$ cat config.mk
export PLATFORM = sky130hd
export DESIGN_NAME = anpd_arbiter
export DESIGN_NICKNAME = d
export VERILOG_FILES = /design/src/hw/anpd_pkg.sv /design/src/hw/anpd_arbiter.sv
export VERILOG_INCLUDE_DIRS = /design/src /design/src/hw
export SDC_FILE = /design/constraint.sdc
export NUM_CORES = 1
export LEC_CHECK = 0
export ABC_AREA = 1
export BUFFER_PORTS_ARGS = -buffer_cell sky130_fd_sc_hd__buf_2
export CAP_MARGIN = 25
export CORE_MARGIN = 10
export CORE_UTILIZATION = 50
export DETAILED_ROUTE_END_ITERATION = 12
export MAX_ROUTING_LAYER = met4
export PLACE_DENSITY = 0.78
export SKIP_CTS_REPAIR_TIMING = 1
export SLEW_MARGIN = 20
export SYNTH_ARGS = -nofsm -noshare
export SYNTH_HDL_FRONTEND = slang
export SYNTH_SLANG_ARGS = --single-unit
$ cat constraint.sdc
create_clock -name mclk -period 1.94 [get_ports mclk]
set_input_delay 0.097 -clock mclk [delete_from_list [all_inputs] [get_ports mclk]]
set_output_delay 0.097 -clock mclk [all_outputs]
set_load 0.1 [all_outputs]
$ cat src/hw/anpd_map.svh
// anpd_map.svh: offsets, bit positions and reset values of the arbitration block
// assumes: included by the design file over an AXI4-Lite register slave
`ifndef ANPD_MAP_SVH
`define ANPD_MAP_SVH
// register byte addresses (mgmt register number times four)
`define ANPD_CTRL_ADDR 8'h00
`define ANPD_STAT_ADDR 8'h04
`define ANPD_ADV_ADDR 8'h10
`define ANPD_LPA_ADDR 8'h14
`define ANPD_EXP_ADDR 8'h18
`define ANPD_QPS_ADDR 8'h44
`define ANPD_LINK_ADDR 8'h80
// control bits
`define ANPD_CTRL_RESTART 9
`define ANPD_CTRL_ENABLE 12
// status bits
`define ANPD_STAT_DONE 5
// expansion bits
`define ANPD_EXP_LPNEG 0
`define ANPD_EXP_PDF 4
// summary status bits
`define ANPD_QPS_DONE 4
`define ANPD_QPS_NOSIG 3
// ability bits in the advertisement and partner words
`define ANPD_AB_10H 5
`define ANPD_AB_10F 6
`define ANPD_AB_TXH 7
`define ANPD_AB_TXF 8
`define ANPD_AB_T4 9
// reset values
`define ANPD_ADV_RST 16'h01E1
`define ANPD_CTRL_RST 16'h1000
// bus answer codes
`define ANPD_RESP_OKAY 2'h0
`define ANPD_RESP_SLVERR 2'h2
`endif

$ cat src/hw/anpd_pkg.sv
// anpd_pkg.sv: types shared by the arbitration block
// assumes: constants come from anpd_map.svh
package anpd_pkg;
  typedef enum logic [4:0] {
    ST_IDLE = 5'h01,
    ST_SEND = 5'h02,
    ST_ARB = 5'h04,
    ST_DONE = 5'h08,
    ST_FAULT = 5'h10
  } anpd_state_t;
  // one-hot technology enables
  typedef struct packed {
    logic txFull;
    logic txHalf;
    logic tenFull;
    logic tenHalf;
  } anpd_tech_t;
  // what the receive channel currently shows
  typedef struct packed {
    logic flpSeen;
    logic nlpSeen;
    logic idleSeen;
    logic wordValid;
    logic [15:0] word;
  } anpd_rx_t;
endpackage

$ cat src/hw/anpd_arbiter.sv
// anpd_arbiter.sv: auto-negotiation arbitration with parallel detection
// assumes: AXI4-Lite master on mclk; line indications come from other clocks
//
// Local design decisions: the AXI4-Lite slave port and the register addresses.
`timescale 1ns/1ps
`include "anpd_map.svh"
module anpd_arbiter #(
  parameter int WAIT_CYCLES = 4096
) (
  input wire logic mclk,
  input wire logic nrst,
  // line side indications from the receive front end
  input wire logic flpRx,
  input wire logic nlpRx,
  input wire logic idleRx,
  input wire logic wordStb,
  input wire logic [15:0] wordRx,
  // line side outputs
  output logic sendFlp,
  output logic [15:0] flpWord,
  output anpd_pkg::anpd_tech_t techEn,
  // AXI4-Lite slave
  input wire logic [7:0] awaddr,
  input wire logic awvalid,
  output logic awready,
  input wire logic [31:0] wdata,
  input wire logic [3:0] wstrb,
  input wire logic wvalid,
  output logic wready,
  output logic [1:0] bresp,
  output logic bvalid,
  input wire logic bready,
  input wire logic [7:0] araddr,
  input wire logic arvalid,
  output logic arready,
  output logic [31:0] rdata,
  output logic [1:0] rresp,
  output logic rvalid,
  input wire logic rready
);
  anpd_pkg::anpd_state_t state_ff;
  logic [3:0][2:0] syncQ_ff;
  logic [3:0] lineIn, lineLvl_ff;
  logic flpLvl_ff, nlpLvl_ff, idleLvl_ff, stbLvl_ff, stbOld_ff;
  logic [15:0] ctrl_ff, adv_ff, lpa_ff;
  logic lpNeg_ff, pdFault_ff, done_ff, noSig_ff, enOld_ff;
  logic [31:0] wait_ff;
  logic [7:0] awAddr_ff;
  logic awHave_ff, wHave_ff;
  logic [31:0] wData_ff;
  logic [3:0] wStrb_ff;
  logic restartReq;
  logic stbRise;
  logic [1:0] indCount;
  anpd_pkg::anpd_tech_t pick;
  ////////////////////////////////////////////////////////////////////////////
  // line input synchronisers: change counts when stages two and three agree
  assign lineIn = {wordStb, idleRx, nlpRx, flpRx};
  always_ff @(posedge mclk or negedge nrst)
  begin
    if (!nrst)
    begin
      syncQ_ff <= '0;
      lineLvl_ff <= 4'h0;
      stbOld_ff <= 1'b0;
    end
    else
    begin
      for (int k = 0; k < 4; k++)
      begin
        syncQ_ff[k] <= {syncQ_ff[k][1:0], lineIn[k]};
        if (syncQ_ff[k][1] == syncQ_ff[k][2])
          lineLvl_ff[k] <= syncQ_ff[k][2];
      end
      stbOld_ff <= lineLvl_ff[3];
    end
  end
  assign {stbLvl_ff, idleLvl_ff, nlpLvl_ff, flpLvl_ff} = lineLvl_ff;
  // word is held stable by the front end while its strobe is high
  assign stbRise = stbLvl_ff && !stbOld_ff;
  assign indCount = 2'(flpLvl_ff) + 2'(nlpLvl_ff) + 2'(idleLvl_ff);
  ////////////////////////////////////////////////////////////////////////////
  // priority resolution, used for negotiated words and for parallel detection
  function automatic anpd_pkg::anpd_tech_t resolve(input logic [15:0] a, input logic [15:0] b);
    anpd_pkg::anpd_tech_t t;
    logic [15:0] c;
    t = '0;
    c = a & b;
    if (c[`ANPD_AB_TXF])
      t.txFull = 1'b1;
    else if (c[`ANPD_AB_TXH])
      t.txHalf = 1'b1;
    else if (c[`ANPD_AB_10F])
      t.tenFull = 1'b1;
    else if (c[`ANPD_AB_10H])
      t.tenHalf = 1'b1;
    return t;
  endfunction
  // T4 is never enabled locally, so it drops out of the common set
  assign pick = resolve(adv_ff & ~(16'h0001 << `ANPD_AB_T4), lpa_ff);
  ////////////////////////////////////////////////////////////////////////////
  // restart sources
  // restart bit, or the enable bit going from clear to set
  assign restartReq = ctrl_ff[`ANPD_CTRL_RESTART] || (ctrl_ff[`ANPD_CTRL_ENABLE] && !enOld_ff);
  always_ff @(posedge mclk or negedge nrst)
  begin
    if (!nrst)
      enOld_ff <= 1'b1;
    else
      enOld_ff <= ctrl_ff[`ANPD_CTRL_ENABLE];
  end
  ////////////////////////////////////////////////////////////////////////////
  // arbitration state machine
  // reset to idle
  always_ff @(posedge mclk or negedge nrst)
  begin
    if (!nrst)
    begin
      state_ff <= anpd_pkg::ST_IDLE;
      wait_ff <= 32'h0;
    end
    else if (!ctrl_ff[`ANPD_CTRL_ENABLE] || restartReq)
    begin
      state_ff <= anpd_pkg::ST_IDLE;
      wait_ff <= 32'h0;
    end
    else
    begin
      case (state_ff)
        anpd_pkg::ST_IDLE:
        begin
          state_ff <= anpd_pkg::ST_SEND;
          wait_ff <= 32'h0;
        end
        anpd_pkg::ST_SEND:
        begin
          if (indCount > 2'h1)
            state_ff <= anpd_pkg::ST_FAULT;
          else if (stbRise && flpLvl_ff)
            state_ff <= anpd_pkg::ST_ARB;
          else if ((nlpLvl_ff || idleLvl_ff) && wait_ff >= 32'(WAIT_CYCLES))
            state_ff <= anpd_pkg::ST_DONE;
          else if (wait_ff < 32'(WAIT_CYCLES))
            wait_ff <= wait_ff + 32'h1;
        end
        anpd_pkg::ST_ARB:
          state_ff <= anpd_pkg::ST_DONE;
        anpd_pkg::ST_DONE:
          state_ff <= anpd_pkg::ST_DONE;
        anpd_pkg::ST_FAULT:
          // stays faulted until restart, enable clear or a clean line; a clean line retries from idle
          if (indCount == 2'h0)
            state_ff <= anpd_pkg::ST_IDLE;
        default:
          state_ff <= anpd_pkg::ST_IDLE;
      endcase
    end
  end
  ////////////////////////////////////////////////////////////////////////////
  // partner ability, negotiation and detection status
  always_ff @(posedge mclk or negedge nrst)
  begin
    if (!nrst)
    begin
      lpa_ff <= 16'h0;
      lpNeg_ff <= 1'b0;
      pdFault_ff <= 1'b0;
      done_ff <= 1'b0;
      noSig_ff <= 1'b0;
    end
    else
    begin
      noSig_ff <= (indCount == 2'h0);
      if (restartReq)
        done_ff <= 1'b0;
      if (state_ff == anpd_pkg::ST_SEND)
      begin
        if (stbRise && flpLvl_ff && indCount == 2'h1)
        begin
          lpa_ff <= wordRx;
          lpNeg_ff <= 1'b1;
        end
        else if (indCount == 2'h1 && wait_ff >= 32'(WAIT_CYCLES))
        begin
          lpNeg_ff <= 1'b0;
          lpa_ff <= 16'h0;
          lpa_ff[`ANPD_AB_10H] <= nlpLvl_ff;
          lpa_ff[`ANPD_AB_TXH] <= idleLvl_ff;
          done_ff <= nlpLvl_ff || idleLvl_ff;
        end
        if (indCount > 2'h1)
          pdFault_ff <= 1'b1;
      end
      if (state_ff == anpd_pkg::ST_ARB)
        done_ff <= 1'b1;
    end
  end
  ////////////////////////////////////////////////////////////////////////////
  // line outputs
  always_ff @(posedge mclk or negedge nrst)
  begin
    if (!nrst)
    begin
      sendFlp <= 1'b0;
      flpWord <= 16'h0;
      techEn <= '0;
    end
    else
    begin
      sendFlp <= (state_ff == anpd_pkg::ST_SEND);
      flpWord <= adv_ff;
      if (state_ff == anpd_pkg::ST_DONE && done_ff)
        techEn <= lpNeg_ff ? pick : resolve(16'hFFFF, lpa_ff);
      else
        techEn <= '0;
    end
  end
  ////////////////////////////////////////////////////////////////////////////
  // AXI4-Lite write channel: address and data in either order
  always_ff @(posedge mclk or negedge nrst)
  begin
    if (!nrst)
    begin
      awHave_ff <= 1'b0;
      wHave_ff <= 1'b0;
      awAddr_ff <= 8'h0;
      wData_ff <= 32'h0;
      wStrb_ff <= 4'h0;
      awready <= 1'b0;
      wready <= 1'b0;
      bvalid <= 1'b0;
      bresp <= `ANPD_RESP_OKAY;
    end
    else
    begin
      awready <= !awHave_ff && !awready && !bvalid;
      wready <= !wHave_ff && !wready && !bvalid;
      if (awvalid && awready)
      begin
        awHave_ff <= 1'b1;
        awAddr_ff <= awaddr;
      end
      if (wvalid && wready)
      begin
        wHave_ff <= 1'b1;
        wData_ff <= wdata;
        wStrb_ff <= wstrb;
      end
      if (awHave_ff && wHave_ff && !bvalid)
      begin
        bvalid <= 1'b1;
        bresp <= (awAddr_ff == `ANPD_CTRL_ADDR || awAddr_ff == `ANPD_ADV_ADDR ||
                  awAddr_ff == `ANPD_STAT_ADDR || awAddr_ff == `ANPD_LPA_ADDR ||
                  awAddr_ff == `ANPD_EXP_ADDR || awAddr_ff == `ANPD_QPS_ADDR) ?
                 `ANPD_RESP_OKAY : `ANPD_RESP_SLVERR;
        awHave_ff <= 1'b0;
        wHave_ff <= 1'b0;
      end
      if (bvalid && bready)
        bvalid <= 1'b0;
    end
  end
  // writable registers, low two byte lanes only
  always_ff @(posedge mclk or negedge nrst)
  begin
    if (!nrst)
    begin
      ctrl_ff <= `ANPD_CTRL_RST;
      adv_ff <= `ANPD_ADV_RST;
    end
    else
    begin
      if (ctrl_ff[`ANPD_CTRL_RESTART])
        ctrl_ff[`ANPD_CTRL_RESTART] <= 1'b0;
      if (awHave_ff && wHave_ff && !bvalid)
      begin
        for (int i = 0; i < 2; i++)
        begin
          if (wStrb_ff[i] && awAddr_ff == `ANPD_CTRL_ADDR)
            ctrl_ff[i*8 +: 8] <= wData_ff[i*8 +: 8];
          if (wStrb_ff[i] && awAddr_ff == `ANPD_ADV_ADDR)
            adv_ff[i*8 +: 8] <= wData_ff[i*8 +: 8];
        end
      end
    end
  end
  ////////////////////////////////////////////////////////////////////////////
  // AXI4-Lite read channel, one cycle after address is taken
  always_ff @(posedge mclk or negedge nrst)
  begin
    if (!nrst)
    begin
      arready <= 1'b0;
      rvalid <= 1'b0;
      rdata <= 32'h0;
      rresp <= `ANPD_RESP_OKAY;
    end
    else
    begin
      arready <= !arready && !rvalid;
      if (arvalid && arready)
      begin
        rvalid <= 1'b1;
        rresp <= `ANPD_RESP_OKAY;
        rdata <= 32'h0;
        case (araddr)
          `ANPD_CTRL_ADDR: rdata[15:0] <= ctrl_ff;
          `ANPD_STAT_ADDR: rdata[`ANPD_STAT_DONE] <= done_ff;
          `ANPD_ADV_ADDR: rdata[15:0] <= adv_ff;
          `ANPD_LPA_ADDR: rdata[15:0] <= lpa_ff;
          `ANPD_EXP_ADDR:
          begin
            rdata[`ANPD_EXP_LPNEG] <= lpNeg_ff;
            rdata[`ANPD_EXP_PDF] <= pdFault_ff;
          end
          `ANPD_QPS_ADDR:
          begin
            rdata[`ANPD_QPS_DONE] <= done_ff;
            rdata[`ANPD_QPS_NOSIG] <= noSig_ff;
          end
          default: rresp <= `ANPD_RESP_SLVERR;
        endcase
      end
      else if (rvalid && rready)
        rvalid <= 1'b0;
    end
  end
endmodule

==> results of run 1 <==
-- synthesized netlist by cell type, drive strengths merged --
cell	count	area share
buf	37	0.033
o21ai	74	0.048
dfrtp	171	0.55
o21bai	5	0.0048
o2111ai	1	0.0011
a22oi	2	0.0019
maj3	4	0.0051
conb	1	0.00048
nor2	82	0.054
a21o	1	0.00096
a211oi	1	0.00096
nand4	12	0.010
or2	3	0.0024
xnor2	4	0.0045
a21oi	8	0.0071
clkbuf	7	0.0034
dfstp	8	0.027
inv	82	0.039
nand3	82	0.056
xor2	1	0.0011
ha	2	0.0032
nor3	16	0.012
a41oi	1	0.0011
o22ai	2	0.0016
clkinv	2	0.00096
a2111oi	1	0.0011
fa	1	0.0026
o211ai	3	0.0029
nand2	250	0.13
-- cell families (layout without fill, tap and decap cells) --
kind of cell	after synthesis	in the layout	synth area share
AOI/OAI and AO/OA	99	99	0.07111
buffers and inverters	128	293	0.07673
DFF	179	179	0.5759
other	1	18	0.0004811
and+or+nand+nor	445	445	0.2592
xor gates and xnor gates	5	5	0.005618
adders and majority gates	7	7	0.01091
-- flip-flops by register name (all words and copies together) (netlist names), 2 cells and up --
| signal | count |
|---|---|
| rdata | 16 |
| wData_ff | 16 |
| flpWord | 16 |
| syncQ_ff | 12 |
| adv_ff | 16 |
| lpa_ff | 16 |
| awAddr_ff | 8 |
| techEn | 4 |
| wait_ff | 32 |
| lineLvl_ff | 4 |
| ctrl_ff | 16 |
| wStrb_ff | 2 |
| state_ff | 5 |
-- worst register-to-register path: cells and delay by family, from the launching register on --
kind	cells	cell delay, ns
adder cells (fa/ha/maj)	1	0.59
AND/OR/NAND/NOR	5	0.51
flip-flops	1	0.43
buffers and inverters	1	0.19
-- where the power goes --
part / total [uW] / switching, uW / internal, uW
clock: 3640 / 1650 / 1990
sequential: 4660 / 316 / 4340
combinational: 2540 / 1990 / 550
total: 10800 / 3960 / 6880
-- area by class of cell --
type | instances | area (um2)
flip-flops and latches | 179 | 4489
well taps | 211 | 264.0
multi-input cells | 574 | 2784
clock inverters | 15 | 215.2
inverters | 84 | 315.3
clock buffers | 17 | 425.4
repair buffers | 177 | 1242
fillers | 1232 | 5523
-- routing by layer --
layer / vias to the layer above / part of all wire / global-route usage
met5: - / 0 / -
met4: 0 / 0.019 / 0.07074
met3: 30 / 0.069 / 0.03553
met2: 263 / 0.46 / 0.2720
met1: 2998 / 0.45 / 0.2528
li1: 3069 / - / -
-- path summary, 6_finish.rpt --
kind	from	endpoint	slack, ns	depth (start not counted)
worst max register to register	lineLvl_ff[0]$_DFFE_PN0N_	lpa_ff[9]$_DFFE_PN0P_	0.13	7
worst max-delay path	lineLvl_ff[0]$_DFFE_PN0N_	lpa_ff[9]$_DFFE_PN0P_	0.13	7
max in group asynchronous	nrst	adv_ff[8]$_DFFE_PN1P_	1.19	3
worst min-delay path	awvalid	awAddr_ff[4]$_DFFE_PN0P_	0.0006	4
min in group asynchronous	nrst	wait_ff[19]$_DFFE_PN0P_	0.13	2
worst min register to register	syncQ_ff[3]$_DFF_PN0_	syncQ_ff[4]$_DFF_PN0_	0.35	0
-- per-stage QoR --
step / util / hold WS (ns) / setup WS, ns / cell area, um2
final: 0.6380 / 0.0006048 / 0.1303 / 9736
after global routing: 0.6380 / 0.02793 / 0.04375 / 9736
after CTS: 0.6064 / -0.4347 / 0.06717 / 9253
after detailed placement: 0.5644 / 0.03120 / 0.09601 / 8612
after global placement: 0.5644 / 0.02839 / 0.1166 / 8612
after floorplan: - / -0.1986 / 0.09812 / 7859
==> out/qor.yml, run 1 <==
logic_synthesis:
  synthCells: 864
  synth.avg_cell_area_um2: 9.022
  netlist_area_um2: 7795
  ys_ff_latch: 179
  yosys_warnings: 0
  synth_cell_types: 48
  yosysSeqAreaShare: 0.5759
timing:
  min_period_over_period: 0.9328
  worstMarginPinSlew_ns: 0.6247
  period_minus_slack_ns: 1.810
  max_slew_margin: 0.5728
  tns_ns: 0
  drv_slew: 0
  finClkSkew_ns: 0.01068
  rsz0062_at_grt: "no"
  setup_viol: 0
  hold_viol: 0
  clock.fmax_mhz: 552.6
clock_tree:
  cts_made_buffers: 17
  cts.clk_slew.worst_paths_ns: 0.07
  clock_path_buffers: 2
  clk_latency_ns: 0.44
  cts_tree: "built"
  cts-root-buf: "clkbuf_16"
  cts_sinks: 179
  cts.htree.levels: 4
die:
  dieArea_um2: 20980
  ioPinCount: 141
  fp.dieH_um: 144.9
  dieWidth_um: 144.9
  placementRows: 45
  coreArea_um2: 15260
  start_util: 0.5109
placement:
  place.gp.congestion: 0.9602
  numPortBuffers: 104
  place_inst: 1178
  dp_hpwl_um: 13010
layout:
  drive_gt1_frac: 0.2008
  final_nets: 1115
  final_cell_mix: "243 x nand2_1, 171 x dfrtp_1, 103 x buf_2"
  layout_commonest_cell: "nand2_1"
  syn_to_final_growth_pct: 24.90
  instances_no_fill: 1257
  antenna_cells: 0
setup_path:
  worstSetupPathType: "reg -> reg"
  slowest_delay_ns: 0.59
  end_kind: "flip-flop"
  critPathSlowestCell: "fa_2"
  worstPathRequired_ns: 2.27
  cp_num_buf_inv: 1
  startpoint_type: "flip-flop"
  worstPathCellList: "fa_2 -> nand2_1 -> nor2_4 -> nand2_1 -> buf_4 -> nand3_1 -> nand2_1"
  path_max_fanout: 11
  arrival_ns: 2.14
  cpMostUsedCell: "nand2_1"
  cpLargestDelayFamily: "adder cells"
global_routing:
  grt_usage: 0.1860
  antenna_found_initial: 0
  grt_pass1_wl_um: 29930
  first_global_vias: 6013
  grt_overflow: 0
  grt_max_degree: 48
drt:
  first_pass_iters: 5
  drtAntennaViolNets: 0
  drtIter0Drc: 602
  drc_errors: 0
  wl_um: 18940
  dr_total_vias: 6360
  vias_per_cell: 5.060
  post_drt_wl_per_cell_um: 15.07
run_status:
  status: "completed"
worst_hold_path:
  min_path_type: "in -> reg"
power_and_ir_drop:
  finalPower_uw: 10830
  peakVddDrop_v: 0.0008795
  cellLeakagePower_uw: 0.004770
  power_per_cell_area_nw_per_um2: 1113
run:
  max_cap_violations: 0
Power figures use the tool's default switching activity.
==> run 2: changes to the inputs <==
--- a/config.mk
+++ b/config.mk
@@ -6,7 +6,6 @@
 export SDC_FILE = /design/constraint.sdc
 export NUM_CORES = 1
 export LEC_CHECK = 0
-export ABC_AREA = 1
 export BUFFER_PORTS_ARGS = -buffer_cell sky130_fd_sc_hd__buf_2
 export CAP_MARGIN = 25
 export CORE_MARGIN = 10
==> out/qor.yml, run 2 <==
run_status:
  status: "finished with violations"
  failed_checks: "negative setup slack"
setup_path:
  startpoint_type: "flip-flop"
  worstSetupPathType: "reg -> reg"
  path_max_fanout: 8
  arrival_ns: 2.45
  worstPathRequired_ns: 2.25
  end_kind: "flip-flop"
worst_hold_path:
  min_path_type: "in -> reg"
die:
  coreArea_um2: 14480
  ioPinCount: 141
  dieWidth_um: 141.5
  placementRows: 44
  dieArea_um2: 20020
  start_util: 0.5099
  fp.dieH_um: 141.5
layout:
  multi_input_area_um2: 2995
  largest_reg_flops: 32
  antenna_cells: 0
  final_nets: 866
  top_register: "wait_ff"
  drive_gt1_frac: 0.3739
  layout_commonest_cell: "dfrtp_1"
  final_cell_mix: "168 x dfrtp_1, 103 x buf_2, 48 x dlygate4sd3_1"
  regArea_um2: 4493
  syn_to_final_growth_pct: 33.80
  n_fill_cell: 947
  final_util: 0.6822
drt:
  first_pass_iters: 6
  drtIter0Drc: 497
  drc_errors: 0
  dr_total_vias: 5610
  wl_um: 20330
  drtAntennaViolNets: 0
  post_drt_wl_per_cell_um: 20.72
  vias_per_cell: 5.719
global_routing:
  first_global_vias: 5783
  grt_max_degree: 57
  grt_pass1_wl_um: 29080
  grt_overflow: 0
  antenna_found_initial: 0
  grt_usage: 0.1867
power_and_ir_drop:
  power_per_cell_area_nw_per_um2: 1045
  cellLeakagePower_uw: 0.004716
  finalPower_uw: 10320
  peakVddDrop_v: 0.0006396
logic_synthesis:
  yosysMostFrequentCell: "dfrtp_1"
  yosysSeqAreaShare: 0.6081
  synth_common_cells: "171 x dfrtp_1, 57 x mux2_2, 46 x nand2_1"
  synth_area_leaders: "dfrtp_1 58%, mux2_2 8.7%, a22o_1 3.1%"
  netlist.area_leader.share: 0.5797
  netlist_area_um2: 7382
  synth_cell_types: 64
  synth.avg_cell_area_um2: 12.84
  synth_top_flop_cell: "dfrtp_1"
  synth_top_area_cell: "dfrtp_1"
  ys_ff_latch: 179
  synth-async-reset-ratio: 1.000
  synth_edf_count: 0
  yosys_warnings: 0
  synthCells: 575
timing:
  setup_ws_ns: -0.1995
  finClkSkew_ns: 0.009261
  min_period_over_period: 1.103
  rsz0062_at_grt: "yes"
  max_slew_margin: 0.6382
  period_minus_slack_ns: 2.140
  worstMarginPinSlew_ns: 0.5427
  tns_ns: -8.151
  drv_slew: 0
  clock.fmax_mhz: 467.4
  hold_viol: 0
  setup_viol: 59
clock_tree:
  cts_made_buffers: 17
  cts_tree: "built"
  cts_sinks: 179
  cts.clk_slew.worst_paths_ns: 0.07
  clock_path_buffers: 2
  cts-root-buf: "clkbuf_16"
  cts.htree.levels: 4
  clk_latency_ns: 0.43
placement:
  place.gp.congestion: 0.8945
  numPortBuffers: 104
  post-place-ws_ns: -0.3146
  dp_hpwl_um: 13160
run:
  max_cap_violations: 0
==> run 2: worst paths after layout <==
check                                    startpoint  cells after the start  slack (ns)               endpoint
hold / removal                            wordRx[5]                      3        0.02  lpa_ff[5]$_DFFE_PN0P_
min in group asynchronous                      nrst                      2        0.19   flpWord[1]$_DFF_PN0_
max in group asynchronous                      nrst                      3        1.00  adv_ff[5]$_DFFE_PN1P_
setup / recovery           awAddr_ff[7]$_DFFE_PN0P_                      7       -0.20  adv_ff[3]$_DFFE_PN0P_
hold reg to reg               syncQ_ff[3]$_DFF_PN0_                      0        0.36  syncQ_ff[4]$_DFF_PN0_
setup reg to reg           awAddr_ff[7]$_DFFE_PN0P_                      7       -0.20  adv_ff[3]$_DFFE_PN0P_
==> run 2: per-stage QoR <==
stage          std cells  cell area (um2)  hold slack (ns)
2_1_floorplan        592             7610          -0.1986
3_3_place_gp         891             8578          0.09364
3_5_place_dp         891             8578           0.1071
4_1_cts              923             9144          -0.3496
5_1_grt              981             9877          0.01018
6_report             981             9877          0.01763
==> run 2: worst max-delay path, stage by stage (launching register included) <==
cell and delay, ns:
dfrtp_1 0.38, or4_4 0.57, nor4_4 0.22, nand2_2 0.13, buf_4 0.15, nor2_4 0.09, buf_12 0.15, mux2_4 0.32
==> run 2: where the power goes <==
group / switching, uW / total, uW / internal, uW / leakage [uW]
clock network: 1430 / 3350 / 1930 / 0.000282
logic: 1500 / 2250 / 753 / 0.00209
registers: 449 / 4710 / 4270 / 0.00234
==> run 2: cell type report <==
class | instances | area share
inverter | 8 | 0.003040
clock inverter | 10 | 0.01127
multi-input combinational | 367 | 0.3033
clock buffer | 22 | 0.04598
tap | 184 | 0.02331
sequential | 179 | 0.4549
timing repair buffer | 211 | 0.1582
==> run 2: logic make-up (layout without fill, tap and decap cells) <==
family	Yosys count	after routing	synth area share
buffers and inverters	48	251	0.03796
adders and majority gates	7	7	0.01153
and+or+nand+nor	160	160	0.1256
xor gates and xnor gates	1	1	0.001187
muxes	76	76	0.1144
other	1	18	0.0005080
AOI/OAI and AO/OA	103	105	0.1007
DFF	179	179	0.6081
==> run 2: routing by layer <==
metal	wire length (um)	global-route usage	vias up
met4	649	0.07585	0
met2	10130	0.2949	249
met3	1413	0.04940	56
met1	8137	0.2241	2814
li1	-	-	2491
met5	0	-	-
